==> src/shared/bij_defs.svh <==
// timing counts, codes and field constants for the boot integrity block
`ifndef BIJ_DEFS_SVH
`define BIJ_DEFS_SVH
`define BIJ_CLK_HZ 20000000
`define BIJ_ERASE_MS 160
`define BIJ_ERASE_CYC ((`BIJ_CLK_HZ / 1000) * `BIJ_ERASE_MS)
`define BIJ_WDOG_CYC 200000
`define BIJ_JTAG_ADDR 7'h7E
`define BIJ_ROM_MODE_CMD 8'hD9
`define BIJ_GPIO_JTAG_W 4
`define BIJ_PWM_W 8
`define BIJ_GPIO_W 8
`define BIJ_ECC_W 6
`define BIJ_DATA_W 32
`define BIJ_ADDR_W 7
`endif

==> src/shared/bij_pkg.sv <==
// types for the boot integrity block
package bij_pkg;
  typedef enum logic [2:0] {
    BIJ_ST_FW_CHK   = 3'h0,
    BIJ_ST_CFG_CHK  = 3'h1,
    BIJ_ST_LOG_CHK  = 3'h3,
    BIJ_ST_ERASE    = 3'h2,
    BIJ_ST_RUN      = 3'h6,
    BIJ_ST_WAIT_BUS = 3'h7,
    BIJ_ST_ROM      = 3'h5
  } bij_state_type;

  typedef struct packed {
    logic fw_ok;
    logic cfg_ok;
    logic log_ok;
    logic flash_blank;
  } bij_boot_chk_type;

  typedef struct packed {
    logic [7:0] code;
    logic [15:0] value;
    logic [15:0] min;
    logic [15:0] max;
    logic valid;
    logic pec_present;
    logic pec_ok;
  } bij_cmd_type;

  typedef struct packed {
    logic cfg_fallback;
    logic param_reject;
    logic log_erased;
    logic fw_halted;
    logic rom_mode;
    logic jtag_en;
    logic ecc_corrected;
  } bij_status_type;
endpackage

==> src/rtl/bij_top.sv <==
// boot integrity checks, jtag enable decision, watchdog, ecc and command screening
`include "bij_defs.svh"
module bij_top
  import bij_pkg::*;
#(
  parameter int unsigned ERASE_CYC = `BIJ_ERASE_CYC,
  parameter int unsigned WDOG_CYC = `BIJ_WDOG_CYC
) (
  input wire logic core_clk_i,
  input wire logic resetn_i,
  input wire logic clk_en_i,
  input wire bij_boot_chk_type boot_chk_i,
  input wire logic [`BIJ_ADDR_W-1:0] bus_addr_i,
  input wire logic addr_fault_i,
  input wire logic wdog_kick_i,
  input wire logic tool_connect_i,
  input wire bij_cmd_type cmd_i,
  input wire logic [`BIJ_GPIO_JTAG_W-1:0] shared_pin_i,
  input wire logic [`BIJ_GPIO_JTAG_W-1:0] gpio_out_i,
  input wire logic [`BIJ_GPIO_W-1:0] gpio_drive_i,
  input wire logic [`BIJ_PWM_W-1:0] fast_pulse_width_pin_i,
  input wire logic log_wr_i,
  input wire logic [`BIJ_DATA_W-1:0] log_sum_i,
  input wire logic ecc_wr_i,
  input wire logic [`BIJ_DATA_W-1:0] ecc_wdata_i,
  input wire logic ecc_rd_i,
  input wire logic [`BIJ_DATA_W+`BIJ_ECC_W-1:0] ecc_rword_i,
  output logic jtag_en_o,
  output logic [`BIJ_GPIO_JTAG_W-1:0] gpio_in_o,
  output logic [`BIJ_GPIO_JTAG_W-1:0] shared_pin_o,
  output logic [`BIJ_GPIO_JTAG_W-1:0] shared_pin_oe_n_o,
  output logic [`BIJ_GPIO_W-1:0] gpio_oe_n_o,
  output logic [`BIJ_PWM_W-1:0] fast_pulse_width_pin_o,
  output logic bus_alert_output_o,
  output logic fw_run_o,
  output logic factory_cfg_o,
  output logic log_erase_o,
  output logic [`BIJ_DATA_W-1:0] log_sum_o,
  output logic soft_reset_o,
  output logic param_ok_o,
  output logic cmd_accept_o,
  output logic [`BIJ_DATA_W+`BIJ_ECC_W-1:0] ecc_wword_o,
  output logic [`BIJ_DATA_W-1:0] ecc_rdata_o,
  output logic ecc_err_o,
  output bij_status_type status_o
);

  ////////////////////////////////////////////////////////////////////////////
  // ecc: hamming over 32 data bits, 6 check bits (single-error correcting)
  function automatic logic [`BIJ_ECC_W-1:0] ecc_gen(input logic [`BIJ_DATA_W-1:0] d);
    logic [`BIJ_ECC_W-1:0] c;
    int unsigned pos;
    c = '0;
    pos = 1;
    for (int i = 0; i < `BIJ_DATA_W; i++) begin
      pos = pos + 1;
      while ((pos & (pos - 1)) == 0) pos = pos + 1;
      for (int k = 0; k < `BIJ_ECC_W; k++) begin
        if (pos[k]) c[k] = c[k] ^ d[i];
      end
    end
    return c;
  endfunction

  function automatic logic [`BIJ_DATA_W-1:0] ecc_fix(input logic [`BIJ_DATA_W-1:0] d,
                                                     input logic [`BIJ_ECC_W-1:0] syn);
    logic [`BIJ_DATA_W-1:0] r;
    int unsigned pos;
    r = d;
    pos = 1;
    for (int i = 0; i < `BIJ_DATA_W; i++) begin
      pos = pos + 1;
      while ((pos & (pos - 1)) == 0) pos = pos + 1;
      if (syn == pos[`BIJ_ECC_W-1:0]) r[i] = ~d[i];
    end
    return r;
  endfunction

  ////////////////////////////////////////////////////////////////////////////
  // pin synchronisers; unreset so the address has settled when boot samples it
  logic [`BIJ_GPIO_JTAG_W-1:0] pin_s1_r;
  logic [`BIJ_GPIO_JTAG_W-1:0] pin_s2_r;
  logic [`BIJ_ADDR_W:0] addr_s1_r;
  logic [`BIJ_ADDR_W:0] addr_s2_r;

  always_ff @(posedge core_clk_i) begin
    if (clk_en_i) begin
      pin_s1_r <= shared_pin_i;
      pin_s2_r <= pin_s1_r;
      addr_s1_r <= {addr_fault_i, bus_addr_i};
      addr_s2_r <= addr_s1_r;
    end
  end

  ////////////////////////////////////////////////////////////////////////////
  // boot sequence
  bij_state_type state_r, state_nxt;
  logic [31:0] cnt_r, cnt_nxt;
  logic [31:0] wdog_r, wdog_nxt;
  logic jtag_r, jtag_nxt;
  logic fac_r, fac_nxt;
  logic alert_r, alert_nxt;
  logic erase_r, erase_nxt;
  logic wdrst_r, wdrst_nxt;
  logic [`BIJ_DATA_W-1:0] sum_r, sum_nxt;
  bij_status_type st_r, st_nxt;
  logic accept_r, accept_nxt;
  logic pok_r, pok_nxt;
  logic in_boot;
  logic range_ok;
  logic pec_ok;
  logic run_r, run_nxt;
  logic [`BIJ_ECC_W-1:0] syn;
  logic ecc_err_nxt;

  assign in_boot = (state_r == BIJ_ST_FW_CHK);
  assign range_ok = (cmd_i.value >= cmd_i.min) && (cmd_i.value <= cmd_i.max);
  // pec optional: only checked when the host appended one
  assign pec_ok = !cmd_i.pec_present || cmd_i.pec_ok;

  always_comb begin
    state_nxt = state_r;
    cnt_nxt = cnt_r;
    wdog_nxt = wdog_r;
    jtag_nxt = jtag_r;
    fac_nxt = fac_r;
    alert_nxt = alert_r;
    erase_nxt = 1'b0;
    wdrst_nxt = 1'b0;
    sum_nxt = sum_r;
    st_nxt = st_r;
    accept_nxt = 1'b0;
    pok_nxt = pok_r;
    st_nxt.ecc_corrected = 1'b0;
    unique case (state_r)
      BIJ_ST_FW_CHK: begin
        // decision taken once, held to next reset
        jtag_nxt = boot_chk_i.flash_blank
                   || addr_s2_r[`BIJ_ADDR_W]
                   || (addr_s2_r[`BIJ_ADDR_W-1:0] == `BIJ_JTAG_ADDR);
        if (!boot_chk_i.fw_ok) begin
          state_nxt = BIJ_ST_WAIT_BUS;
          st_nxt.fw_halted = 1'b1;
        end else begin
          state_nxt = BIJ_ST_CFG_CHK;
        end
      end
      BIJ_ST_CFG_CHK: begin
        if (!boot_chk_i.cfg_ok) begin
          fac_nxt = 1'b1;
          alert_nxt = 1'b1;
          st_nxt.cfg_fallback = 1'b1;
        end
        state_nxt = BIJ_ST_LOG_CHK;
      end
      BIJ_ST_LOG_CHK: begin
        if (boot_chk_i.log_ok) begin
          state_nxt = BIJ_ST_RUN;
        end else begin
          state_nxt = BIJ_ST_ERASE;
          cnt_nxt = 32'h0;
          st_nxt.log_erased = 1'b1;
        end
      end
      BIJ_ST_ERASE: begin
        // start-up stretched by the erase time
        erase_nxt = 1'b1;
        cnt_nxt = cnt_r + 32'h1;
        if (cnt_r >= ERASE_CYC - 1) begin
          state_nxt = BIJ_ST_RUN;
          sum_nxt = '0;
        end
      end
      BIJ_ST_RUN: begin
        if (log_wr_i) sum_nxt = log_sum_i;
        wdog_nxt = wdog_kick_i ? 32'h0 : wdog_r + 32'h1;
        if (wdog_r >= WDOG_CYC - 1) begin
          wdrst_nxt = 1'b1;
          wdog_nxt = 32'h0;
        end
        if (cmd_i.valid && pec_ok) begin
          if (cmd_i.code == `BIJ_ROM_MODE_CMD) begin
            state_nxt = BIJ_ST_ROM;
            st_nxt.rom_mode = 1'b1;
          end else begin
            pok_nxt = range_ok;
            accept_nxt = range_ok;
            st_nxt.param_reject = st_r.param_reject | ~range_ok;
          end
        end
      end
      BIJ_ST_WAIT_BUS: begin
        // firmware never runs; only bus rom-mode entry honoured
        if (cmd_i.valid && pec_ok && cmd_i.code == `BIJ_ROM_MODE_CMD) begin
          state_nxt = BIJ_ST_ROM;
          st_nxt.rom_mode = 1'b1;
        end
      end
      BIJ_ST_ROM: begin
        if (tool_connect_i) begin
          wdrst_nxt = 1'b1; // tool takes over and restarts device
        end
      end
      default: state_nxt = BIJ_ST_FW_CHK;
    endcase
    st_nxt.jtag_en = jtag_nxt;
    run_nxt = (state_nxt == BIJ_ST_RUN);
    if (ecc_rd_i && ecc_err_nxt) st_nxt.ecc_corrected = 1'b1;
  end

  ////////////////////////////////////////////////////////////////////////////
  // ecc datapath
  logic [`BIJ_DATA_W+`BIJ_ECC_W-1:0] wword_r, wword_nxt;
  logic [`BIJ_DATA_W-1:0] rdata_r, rdata_nxt;
  logic eerr_r, eerr_nxt;

  assign syn = ecc_gen(ecc_rword_i[`BIJ_DATA_W-1:0]) ^ ecc_rword_i[`BIJ_DATA_W+`BIJ_ECC_W-1:`BIJ_DATA_W];
  assign ecc_err_nxt = (syn != '0);

  always_comb begin
    wword_nxt = wword_r;
    rdata_nxt = rdata_r;
    eerr_nxt = eerr_r;
    if (ecc_wr_i) wword_nxt = {ecc_gen(ecc_wdata_i), ecc_wdata_i};
    if (ecc_rd_i) begin
      rdata_nxt = ecc_fix(ecc_rword_i[`BIJ_DATA_W-1:0], syn);
      eerr_nxt = ecc_err_nxt;
    end
  end

  ////////////////////////////////////////////////////////////////////////////
  // pin muxing: jtag owns the four shared pins only when enabled
  logic [`BIJ_GPIO_JTAG_W-1:0] gin_r, gin_nxt;
  logic [`BIJ_GPIO_JTAG_W-1:0] pout_r, pout_nxt;
  logic [`BIJ_GPIO_JTAG_W-1:0] poe_n_r, poe_n_nxt;
  logic [`BIJ_GPIO_W-1:0] goe_n_r, goe_n_nxt;
  logic [`BIJ_PWM_W-1:0] pwm_r, pwm_nxt;

  always_comb begin
    // tap itself lives elsewhere; no boundary-scan cells here
    gin_nxt = jtag_r ? '0 : pin_s2_r;
    pout_nxt = gpio_out_i;
    poe_n_nxt = jtag_r ? '1 : ~gpio_out_i;
    goe_n_nxt = in_boot ? '1 : ~gpio_drive_i;
    pwm_nxt = in_boot ? '0 : fast_pulse_width_pin_i;
  end

  ////////////////////////////////////////////////////////////////////////////
  always_ff @(posedge core_clk_i or negedge resetn_i) begin
    if (!resetn_i) begin
      state_r <= BIJ_ST_FW_CHK;
      cnt_r <= 32'h0;
      wdog_r <= 32'h0;
      jtag_r <= 1'b0;
      fac_r <= 1'b0;
      alert_r <= 1'b0;
      erase_r <= 1'b0;
      wdrst_r <= 1'b0;
      sum_r <= '0;
      st_r <= '0;
      accept_r <= 1'b0;
      pok_r <= 1'b0;
      wword_r <= '0;
      rdata_r <= '0;
      eerr_r <= 1'b0;
      gin_r <= '0;
      pout_r <= '0;
      poe_n_r <= '1;
      goe_n_r <= '1;
      pwm_r <= '0;
      run_r <= 1'b0;
    end else if (clk_en_i) begin
      state_r <= state_nxt;
      cnt_r <= cnt_nxt;
      wdog_r <= wdog_nxt;
      jtag_r <= jtag_nxt;
      fac_r <= fac_nxt;
      alert_r <= alert_nxt;
      erase_r <= erase_nxt;
      wdrst_r <= wdrst_nxt;
      sum_r <= sum_nxt;
      st_r <= st_nxt;
      accept_r <= accept_nxt;
      pok_r <= pok_nxt;
      wword_r <= wword_nxt;
      rdata_r <= rdata_nxt;
      eerr_r <= eerr_nxt;
      gin_r <= gin_nxt;
      pout_r <= pout_nxt;
      poe_n_r <= poe_n_nxt;
      goe_n_r <= goe_n_nxt;
      pwm_r <= pwm_nxt;
      run_r <= run_nxt;
    end
  end

  assign jtag_en_o = jtag_r;
  assign gpio_in_o = gin_r;
  assign shared_pin_o = pout_r;
  assign shared_pin_oe_n_o = poe_n_r;
  assign gpio_oe_n_o = goe_n_r;
  assign fast_pulse_width_pin_o = pwm_r;
  assign bus_alert_output_o = alert_r;
  assign fw_run_o = run_r;
  assign factory_cfg_o = fac_r;
  assign log_erase_o = erase_r;
  assign log_sum_o = sum_r;
  assign soft_reset_o = wdrst_r;
  assign param_ok_o = pok_r;
  assign cmd_accept_o = accept_r;
  assign ecc_wword_o = wword_r;
  assign ecc_rdata_o = rdata_r;
  assign ecc_err_o = eerr_r;
  assign status_o = st_r;

endmodule

==> config.mk <==
export PLATFORM = sky130hd
export DESIGN_NAME = bij_top
export DESIGN_NICKNAME = d
export VERILOG_FILES = /design/src/shared/bij_pkg.sv /design/src/rtl/bij_top.sv
export VERILOG_INCLUDE_DIRS = /design/src /design/src/shared
export SDC_FILE = /design/constraint.sdc
export NUM_CORES = 1
export LEC_CHECK = 0
export BUFFER_PORTS_ARGS = -buffer_cell sky130_fd_sc_hd__buf_2
export CAP_MARGIN = 0
export CORE_MARGIN = 2
export CORE_UTILIZATION = 40
export CTS_CLUSTER_DIAMETER = 150
export DETAILED_ROUTE_END_ITERATION = 16
export PLACE_DENSITY_LB_ADDON = 0.05
export SLEW_MARGIN = 20
export SYNTH_ARGS = -nofsm -noshare
export SYNTH_HDL_FRONTEND = slang
export SYNTH_SLANG_ARGS = --single-unit
==> constraint.sdc <==
create_clock -name core_clk_i -period 3.7 [get_ports core_clk_i]
set_input_delay 0.555 -clock core_clk_i [delete_from_list [all_inputs] [get_ports core_clk_i]]
set_output_delay 0.555 -clock core_clk_i [all_outputs]
set_load 0.02 [all_outputs]
# --- After elaboration in Yosys (flattened, before gate mapping) ---
# Index checks and enable logic that the tools add are counted.
word_totals:
  regBits: 234
  latch_bits: 0
  mem_bits_rw: 0
  romBits: 0
  inputBits: 205
  out_inout_bits: 146
  word_cells: 460
  n_memories: 0
op_classes:
  n_addsub: 2
  mul: 0
  n_div: 0
  order_cmp: 4
  eq_ne: 47
  shift: 0
  n_mux: 146
  bitwise_logic: 209
  reduce_logical: 24
ops:
  columns: ["op", "n"]
  rows:
  - ["$xor 1x1->1", 168]
  - ["$mux 32", 5]
  - ["$pmux 32 s2", 2]
  - ["$mux 1", 126]
  - ["$eq 6x5->1 const B", 15]
  - ["$add 32x1->32 const B", 2]
  - ["$eq 6x4->1 const B", 7]
  - ["$not 1->1", 37]
  - ["$eq 6x6->1 const B", 6]
  - ["$ge 32x18->1 const B", 1]
  - ["$ge 32x22->1 const B", 1]
  - ["$pmux 3 s7", 1]
  - ["$eq 6x3->1 const B", 3]
  - ["$mux 3", 6]
  - ["$ge 16x16->1", 1]
  - ["$le 16x16->1", 1]
  - ["$mux 8", 2]
  - ["$eq 3x3->1 const B", 4]
  - ["$ne 2x2->1 const B", 6]
  - ["$reduce_and 3->1", 4]
  - ["$eq 8x8->1 const B", 1]
  - ["$mux 4", 2]
  - ["$not 8->8", 1]
  - ["$reduce_and 2->1", 4]
  - ["other kinds (16)", 26]

# --- Longest topological paths before layout ---
# Gate-level depths: netlist (run 1).
depth:
  depth_word: 34
  mapped_depth: 10
  depth_no_buf: 10

# --- Worst setup path after synthesis (run 1) ---
# Ideal clock, no wire load.
synth_path:
  kind: "input port to flip-flop"
  start: "input cmd_i[12] in the netlist's numbering"
  end: "register st_r (netlist bit status_o[5])"
  arrival_time_ns: 2.592
  required_time_ns: 3.569
  path_slack_ns: 0.977
  path_stages: 10
  path_cell_list: "inv_1 -> ha_1 -> a21o_1 -> a21o_1 -> a21o_1 -> a21o_1 -> a2111o_1 -> a211oi_1 -> nor3_1 -> or3_1"
synth_via:
  elab_chain_len: 4
synth_lines:
  columns: ["element", "line", "source"]
  rows:
  - ["from (decl)", "bij_top.sv:17", "input wire bij_cmd_type cmd_i,"]
  - ["$le 16x16->1", "bij_top.sv:117", "assign range_ok = (cmd_i.value >= cmd_i.min) && (cmd_i.value <= cmd_i.max);"]
  - ["$logic_and 1x1->1", "bij_top.sv:117", null]
  - ["$not 1->1", "bij_top.sv:188", "st_nxt.param_reject = st_r.param_reject | ~range_ok;"]
  - ["$or 1x1->1", "bij_top.sv:188", null]
  - ["to (signal assigned)", "bij_top.sv:282", "st_r <= st_nxt;"]
  - ["to (decl)", "bij_top.sv:106", "bij_status_type st_r, st_nxt;"]
# No other way between the ends.
# A chain may end at the register's enable or synchronous reset.

# --- Worst setup path after layout (run 1) ---
layout_path:
  start: "register wdog_r[0]"
  end: "register wdog_r[11]"
layout_via:
  elab_chain_len: 3
layout_lines:
  columns: ["element", "line", "source"]
  rows:
  - ["from (decl)", "bij_top.sv:99", "logic [31:0] wdog_r, wdog_nxt;"]
  - ["from (signal assigned)", "bij_top.sv:275", "wdog_r <= wdog_nxt;"]
  - ["$add 32x1->32", "bij_top.sv:176", "wdog_nxt = wdog_kick_i ? 32'h0 : wdog_r + 32'h1;"]
  - ["$mux 32", "bij_top.sv:176", null]
  - ["$mux 32 *", "bij_top.sv:177", "if (wdog_r >= WDOG_CYC - 1) begin"]
# Every way passes the cells marked *; elsewhere a longest branch is shown, timed or not.

==> results.tsv, run 1 <==
metric	value	unit
num ports	351	
GRT overflow	0	
clock slew at reported path FFs	60	ps
Vias/cell	4.811	
CP endpoint	wdog_r[11]	
first drt pass iteration count	5	
Power Dens Cells	604.9	nW/um^2
CP endpoint kind	flop	
CTS H-Tree Depth	1	
core footprint	29800	um^2
reg2reg start	wdog_r[0]	
WS Path Type	flop to flop	
number of synthesized flops with an enable pin	24	
1st-iter DRT viols	438	
Clock Tree Root	clkbuf_16	
worst path arrival time	3250	ps
R2R depth	8	
Avg WL per Cell	15.42	um
final WL	29.97	mm
Worst-Skew Late Latency	520	ps
Syn Nets	1431	
max incr delay on CP	550	ps
vias	9353	
Worst-Margin Slew	1048	ps
outcome	complete, no violations	
dpl cells	1897	
Final nets	1775	
Unique masters post-synth	58	
worst-path maximum fanout	13	
post-DP HPWL	22.32	mm
Ys Warns	0	
CP startpoint	wdog_r[0]	
hold crit path type	primary input to async pin	
CTS tree	yes	
max_cap viols	0	
vias in the first global route	9390	
final cycle utilization of the critical path	76.52	%
asr flop ratio synth	89.74	%
R2R Setup Slk	870	ps
Num Clock Sinks	234	
DRC violation count after routing	0	
final setup TNS	0	ps
startpoint types	flop	
crit path max-delay cell type	a311o_1	
most used cell, CP	a311o_1	
Setup Fix Bufs, Post-CTS	0	
Final Util	50.84	%
Clock Skew	9.111	ps
initial antenna violation count	1	
largest net degree at the start of global routing	88	
fin crit period	2831	ps
TritonCTS buffer count	27	
clk buf depth	3	
chip height	178.2	um
P&R area growth vs syn	24.79	%
CP required	4120	ps
Port Buffers	350	
endpoints failing hold	0	
Leak	7.197	nW
Post-CTS Resized	0	
Peak VDD IR	0.3567	mV
Synth Cell Area	12140	um^2
# rows	63	
fmax	353.2	MHz
CP cell instances	ha_1 -> and3_1 -> a311o_1 -> a21oi_1 -> o21ai_0 -> a311o_1 -> or2_2 -> o31ai_1	
Most used DFF post-synth	dfrtp_1	
Max-slew headroom	29.88	%
starting density of the core	40.74	%
layout cells sized above 1	30.07	%
Post-Layout Cell Count	1944	
final hold slack	3.085	ps
Mapped Cells	1192	
sequential fraction of the synthesis area	49.36	%
placer congestion estimate	0.8253	
# hold bufs at CTS	0	
post-route antenna net violation count	0	
chip width	178.2	um
setup violators final	0	
die area	31750	um^2
R2R Path End	wdog_r[11]	
GR Util All Layers	18.83	%
max-slew violations	0	
first-pass GRT wire length	48.41	mm
unrepaired setup endpoints after global routing	false	
synthesized flop and latch total	234	
syn_area_per_cell	10.18	um^2
==> cells by family (layout without fill, tap and decap cells) <==
kind of cell	after synthesis	after routing	share of synthesized area, %
buf+inv	129	490	4.185
other cells	0	1	0
fa+ha+maj	34	34	3.505
mux	69	69	6.072
flops	234	234	49.36
simple gates	377	377	14.11
compound gates	160	160	7.834
xor+xnor	189	189	14.94
==> sequential cells by signal (all words and copies together), names as in the netlist, 3 cells and up <==
register                cells
cnt_r                      32
fast_pulse_width_pin_o      8
state_r                     3
addr_s1_r                   8
shared_pin_o                4
addr_s2_r                   8
ecc_wword_o                38
pin_s1_r                    4
gpio_oe_n_o                 8
wdog_r                     32
shared_pin_oe_n_o           4
log_sum_o                  32
status_o                    7
gpio_in_o                   4
ecc_rdata_o                32
pin_s2_r                    4
==> per-layer routing <==
layer / GRT usage, % / part of all wire, % / vias up
met1: 25.35 / 45 / 4419
met3: 2.835 / 4.9 / 42
li1: - / - / 4685
met2: 31.90 / 48 / 207
met4: 4.709 / 2.1 / 0
met5: 0 / 0 / -
==> how the worst min path moves through the flow <==
stage	startpoint	to	slack [ps]
floorplan	resetn_i	cmd_accept_o	260
global placement	addr_s1_r[0]	addr_s2_r[0]	400
detailed placement	addr_s1_r[3]	addr_s2_r[3]	400
CTS	resetn_i	wdog_r[2]	50
global route	resetn_i	wdog_r[4]	70
finish	resetn_i	wdog_r[2]	3
==> worst max-delay path, delay by kind of cell (launching register included) <==
family | cells | cell delay, ps
adder cells (fa/ha/maj) | 1 | 230
flip-flops | 1 | 410
AND/OR/NAND/NOR | 2 | 650
AO/OA/AOI/OAI | 5 | 1440
==> placed cells by master (no fill, tap or decap), drive strengths merged, types with 3 or more instances in the layout <==
| cell | synthesis | final |
|---|---|---|
| o31ai | 6 | 6 |
| and3 | 18 | 18 |
| a31o | 5 | 5 |
| a21o | 9 | 9 |
| ha | 34 | 34 |
| clkbuf | 38 | 38 |
| o21ai | 77 | 77 |
| nor3 | 16 | 16 |
| xor2 | 47 | 47 |
| nor2b | 14 | 14 |
| o22ai | 4 | 4 |
| nand2b | 4 | 4 |
| dfstp | 12 | 12 |
| a31oi | 11 | 11 |
| dfrtp | 198 | 198 |
| edfxtp | 24 | 24 |
| nor4 | 9 | 9 |
| inv | 82 | 82 |
| mux2 | 37 | 37 |
| clkinv | 1 | 8 |
| xnor2 | 133 | 133 |
| nor2 | 114 | 114 |
| or2 | 5 | 5 |
| a41o | 4 | 4 |
| a21oi | 29 | 29 |
| or3 | 7 | 7 |
| nand4 | 13 | 13 |
| nand3b | 3 | 3 |
| mux2i | 32 | 32 |
| nand2 | 130 | 130 |
| nand3 | 34 | 34 |
| and2 | 3 | 3 |
| xnor3 | 9 | 9 |
| buf | 8 | 361 |
==> cell usage after synthesis, types with 5 or more instances <==
cell / instances / area, um^2
dfrtp_1: 198 / 4955
nand2_1: 130 / 488.0
xnor2_1: 130 / 1139
nor2_1: 114 / 427.9
inv_1: 82 / 307.8
o21ai_0: 70 / 350.3
xor2_1: 47 / 411.6
clkbuf_1: 38 / 142.6
mux2_2: 37 / 416.7
ha_1: 34 / 425.4
nand3_1: 34 / 170.2
mux2i_1: 32 / 320.3
a21oi_1: 29 / 145.1
edfxtp_1: 24 / 720.7
and3_1: 18 / 112.6
nor3_1: 16 / 80.08
nor2b_1: 14 / 87.58
nand4_1: 13 / 81.33
dfstp_2: 12 / 315.3
a31oi_1: 11 / 68.82
a21o_1: 9 / 67.56
xnor3_1: 9 / 202.7
nor4_1: 8 / 50.05
o21ai_1: 7 / 35.03
or3_1: 7 / 43.79
o31ai_1: 6 / 45.04
a31o_2: 5 / 43.79
==> report_power, final <==
| group | leakage [nW] | switching, mW | total [mW] | internal [mW] |
|---|---|---|---|---|
| Clock | 0.423 | 1.03 | 2.54 | 1.52 |
| Sequential | 2.92 | 0.335 | 3.48 | 3.14 |
| Combinational | 3.86 | 1.95 | 3.14 | 1.19 |
==> metrics by stage <==
stage          setup WS, ps  total power [mW]  area (um^2)
2_1_floorplan         976.8             5.613        12140
3_3_place_gp          755.3             6.673        14300
3_5_place_dp          716.0             6.706        14300
4_1_cts               862.8             9.289        15140
5_1_grt               552.3             9.756        15150
6_report              868.8             9.163        15150
==> final cells by class <==
cell class	count	area, um^2
diodes	1	2.502
well taps	390	488.0
inverters	83	311.5
flip-flops and latches	234	5991
repair buffers	361	1857
multi-input cells	829	5652
clock buffers	38	777.0
clock inverters	8	68.82
fillers	2876	14650
(Power assumes the default switching activity.)
==> inputs of run 2 (changes only) <==
- clock period: 3.7 -> 2.6 ns (I/O delays scaled with it)
==> run 2 against run 1 <==
Effect of this change:
- via count up 1.8%
- global-route usage decreased by 0.14 points
- total power increased by 49%
- worst setup slack lost 740 ps
- first-iteration DRC count decreased by 7.8%
- sequential share of layout area fell by 1.6 points
- core utilization rose by 2.2 points
- cell area increased by 4.3%
- fmax up 14%
- combinational power increased by 60%
- critical path depth rose by 3
- critical endpoint is now wdog_r[3]
- largest power group is now combinational cells
==> results.tsv, run 2 (synthesis results as in run 1) <==
metric	value	unit	change
largest net degree at the start of global routing	77		-13%
P&R area growth vs syn	30.18	%	
Num Clock Sinks	234		unchanged
final WL	30.69	mm	+2.4%
CP endpoint kind	flop		
endpoints failing hold	0		unchanged
CP cell instances	ha_1 -> and3_4 -> a311o_1 -> a21oi_2 -> o21ai_1 -> a311o_1 -> buf_4 -> buf_4 -> o21ai_0 -> nand2_1 -> o31ai_1		
GR Util All Layers	18.69	%	-0.14 points
GRT overflow	0		unchanged
setup violators final	0		unchanged
DRC violation count after routing	0		unchanged
max FFs per register	38		unchanged
core footprint	29800	um^2	unchanged
CTS H-Tree Depth	1		unchanged
Avg WL per Cell	15.29	um	-0.82%
final setup margin	125.9	ps	-742.9 ps
vias in the first global route	9398		+0.085%
dpl cells	1946		+2.6%
worst-path maximum fanout	7		-6
chip width	178.2	um	unchanged
hold crit path type	primary input to flop		
Max-slew headroom	56.01	%	+26 points
crit path max-delay cell type	a311o_1		
final setup TNS	0	ps	unchanged
# rows	63		unchanged
Worst-Margin Slew	659.8	ps	-388.2 ps
1st-iter DRT viols	404		-7.8%
fmax	404.2	MHz	+14%
NetSw	4.848	mW	+46%
worst path arrival time	2900	ps	-350 ps
Leak	7.526	nW	+4.6%
outcome	complete, no violations		
worst slack, placed	-199.3	ps	-915.3 ps
DP Area	14700	um^2	+2.8%
TritonCTS buffer count	28		+3.7%
first drt pass iteration count	6		+1
Vias/cell	4.742		-1.4%
starting density of the core	40.74	%	unchanged
most common cell after layout, fill and taps aside	buf_2		
Comb power frac	36.7	%	+2.4 points
Top delay family on crit path	compound AO/OA/AOI/OAI gates		
Power Dens Cells	864.7	nW/um^2	+43%
Clock Tree Root	clkbuf_16		
P_int	8.816	mW	+51%
clock slew at reported path FFs	60	ps	about the same
post-route antenna net violation count	0		unchanged
vias	9517		+1.8%
commonest non-fill, non-tap cells in the layout	buf_2, dfrtp_1, xnor2_1		
post-DP HPWL	22.74	mm	+1.9%
chip height	178.2	um	unchanged
Final nets	1838		+3.5%
CP required	3020	ps	-1100 ps
switch share	35.48	%	-0.65 points
max incr delay on CP	430	ps	-120 ps
placer congestion estimate	0.8365		+1.4%
layout cells sized above 1	32.49	%	+2.4 points
first-pass GRT wire length	47.96	mm	-0.93%
clock power share	27.4	%	-0.4 points
final-layout fill cell count	2834		-1.5%
sequential power share	35.8	%	-2.1 points
num ports	351		unchanged
CTS tree	yes		
Post-Layout Cell Count	2007		+3.2%
Port Buffers	350		unchanged
Clock Skew	10.24	ps	+1.131 ps
crit path buf inv count	2		+2
Final Cell Area	15800	um^2	+4.3%
fin crit period	2474	ps	-357.1 ps
Worst-Skew Late Latency	530	ps	about the same
Peak VDD IR	0.6026	mV	+69%
startpoint types	flop		
initial antenna violation count	1		unchanged
clk buf depth	3		unchanged
max-slew violations	0		unchanged
die area	31750	um^2	unchanged
WS Path Type	flop to flop		
max_cap viols	0		unchanged
final cycle utilization of the critical path	95.16	%	+19 points
-- run 2: cell count changes in the layout (fill, tap and decap cells not counted), sizes merged --
cell,change
inv,+1
buf,+50
clkinvlp,+2
dlygate4sd3,+10
clkinv,-1
bufinv,+1
-- run 2: final cells by class --
cell class	count	area (um^2)	area share [%]
inverter	83	311.5	1.972
multi-input combinational	829	5704	36.10
tap	390	488.0	3.088
clock buffer	36	762.0	4.822
antenna	1	2.502	0.01584
clock inverter	11	118.9	0.7522
timing repair buffer	423	2424	15.34
sequential	234	5991	37.91
-- run 2: final timing paths --
kind	start	to	slack [ps]	cells after the start
hold / removal	gpio_out_i[3]	shared_pin_oe_n_o[3]	20	2
hold reg to reg	addr_s1_r[4]	addr_s2_r[4]	420	0
setup / recovery	wdog_r[0]	wdog_r[3]	130	11
setup reg to reg	wdog_r[0]	wdog_r[3]	130	11
max in group asynchronous	resetn_i	log_sum_o[12]	1490	3
min in group asynchronous	resetn_i	wdog_r[3]	340	2
-- run 2: timing repair --
action	CTS	global route
pin swaps	1	3
buffers inserted	0	1
endpoints found under the setup margin	4	43
hold buffers	10	0
gates resized for setup	0	18
cloned	0	2
endpoints found under the hold margin	49	0
-- run 2: routing by layer --
layer / share of wire (%) / vias up / global-route usage, %
li1: - / 4809 / -
met1: 45 / 4462 / 25.18
met2: 48 / 212 / 31.65
met3: 5.1 / 34 / 3.048
met4: 1.8 / 0 / 4.302
met5: 0 / - / 0
-- run 2: per-stage QoR --
| stage | hold slack, ps | power, mW | util, % |
|---|---|---|---|
| after detailed placement | 311.0 | 9.946 | 49.35 |
| after floorplan | 94.41 | 7.988 | - |
| after global placement | 311.0 | 9.892 | 49.35 |
| after CTS | 0.3442 | 13.80 | 52.64 |
| final | 23.93 | 13.66 | 53.03 |
| after global routing | 14.10 | 14.54 | 53.03 |
-- run 2: worst reg2reg max path, cell delays in order, from the launching register on --
cell     delay [ps]
dfrtp_1         370
ha_1            220
and3_4          200
a311o_1         300
a21oi_2         150
o21ai_1          80
a311o_1         430
buf_4           160
buf_4           160
o21ai_0         160
nand2_1          70
o31ai_1          70
-- run 2: power by group through the flow --
stage	sequential [mW]	combinational, mW	clock [mW]
final	4.90	5.02	3.75
after global placement	4.94	4.95	0
after global routing	5.01	5.51	4.02
after CTS	4.90	5.02	3.88
after detailed placement	4.95	4.99	0
after floorplan	5.69	2.30	0
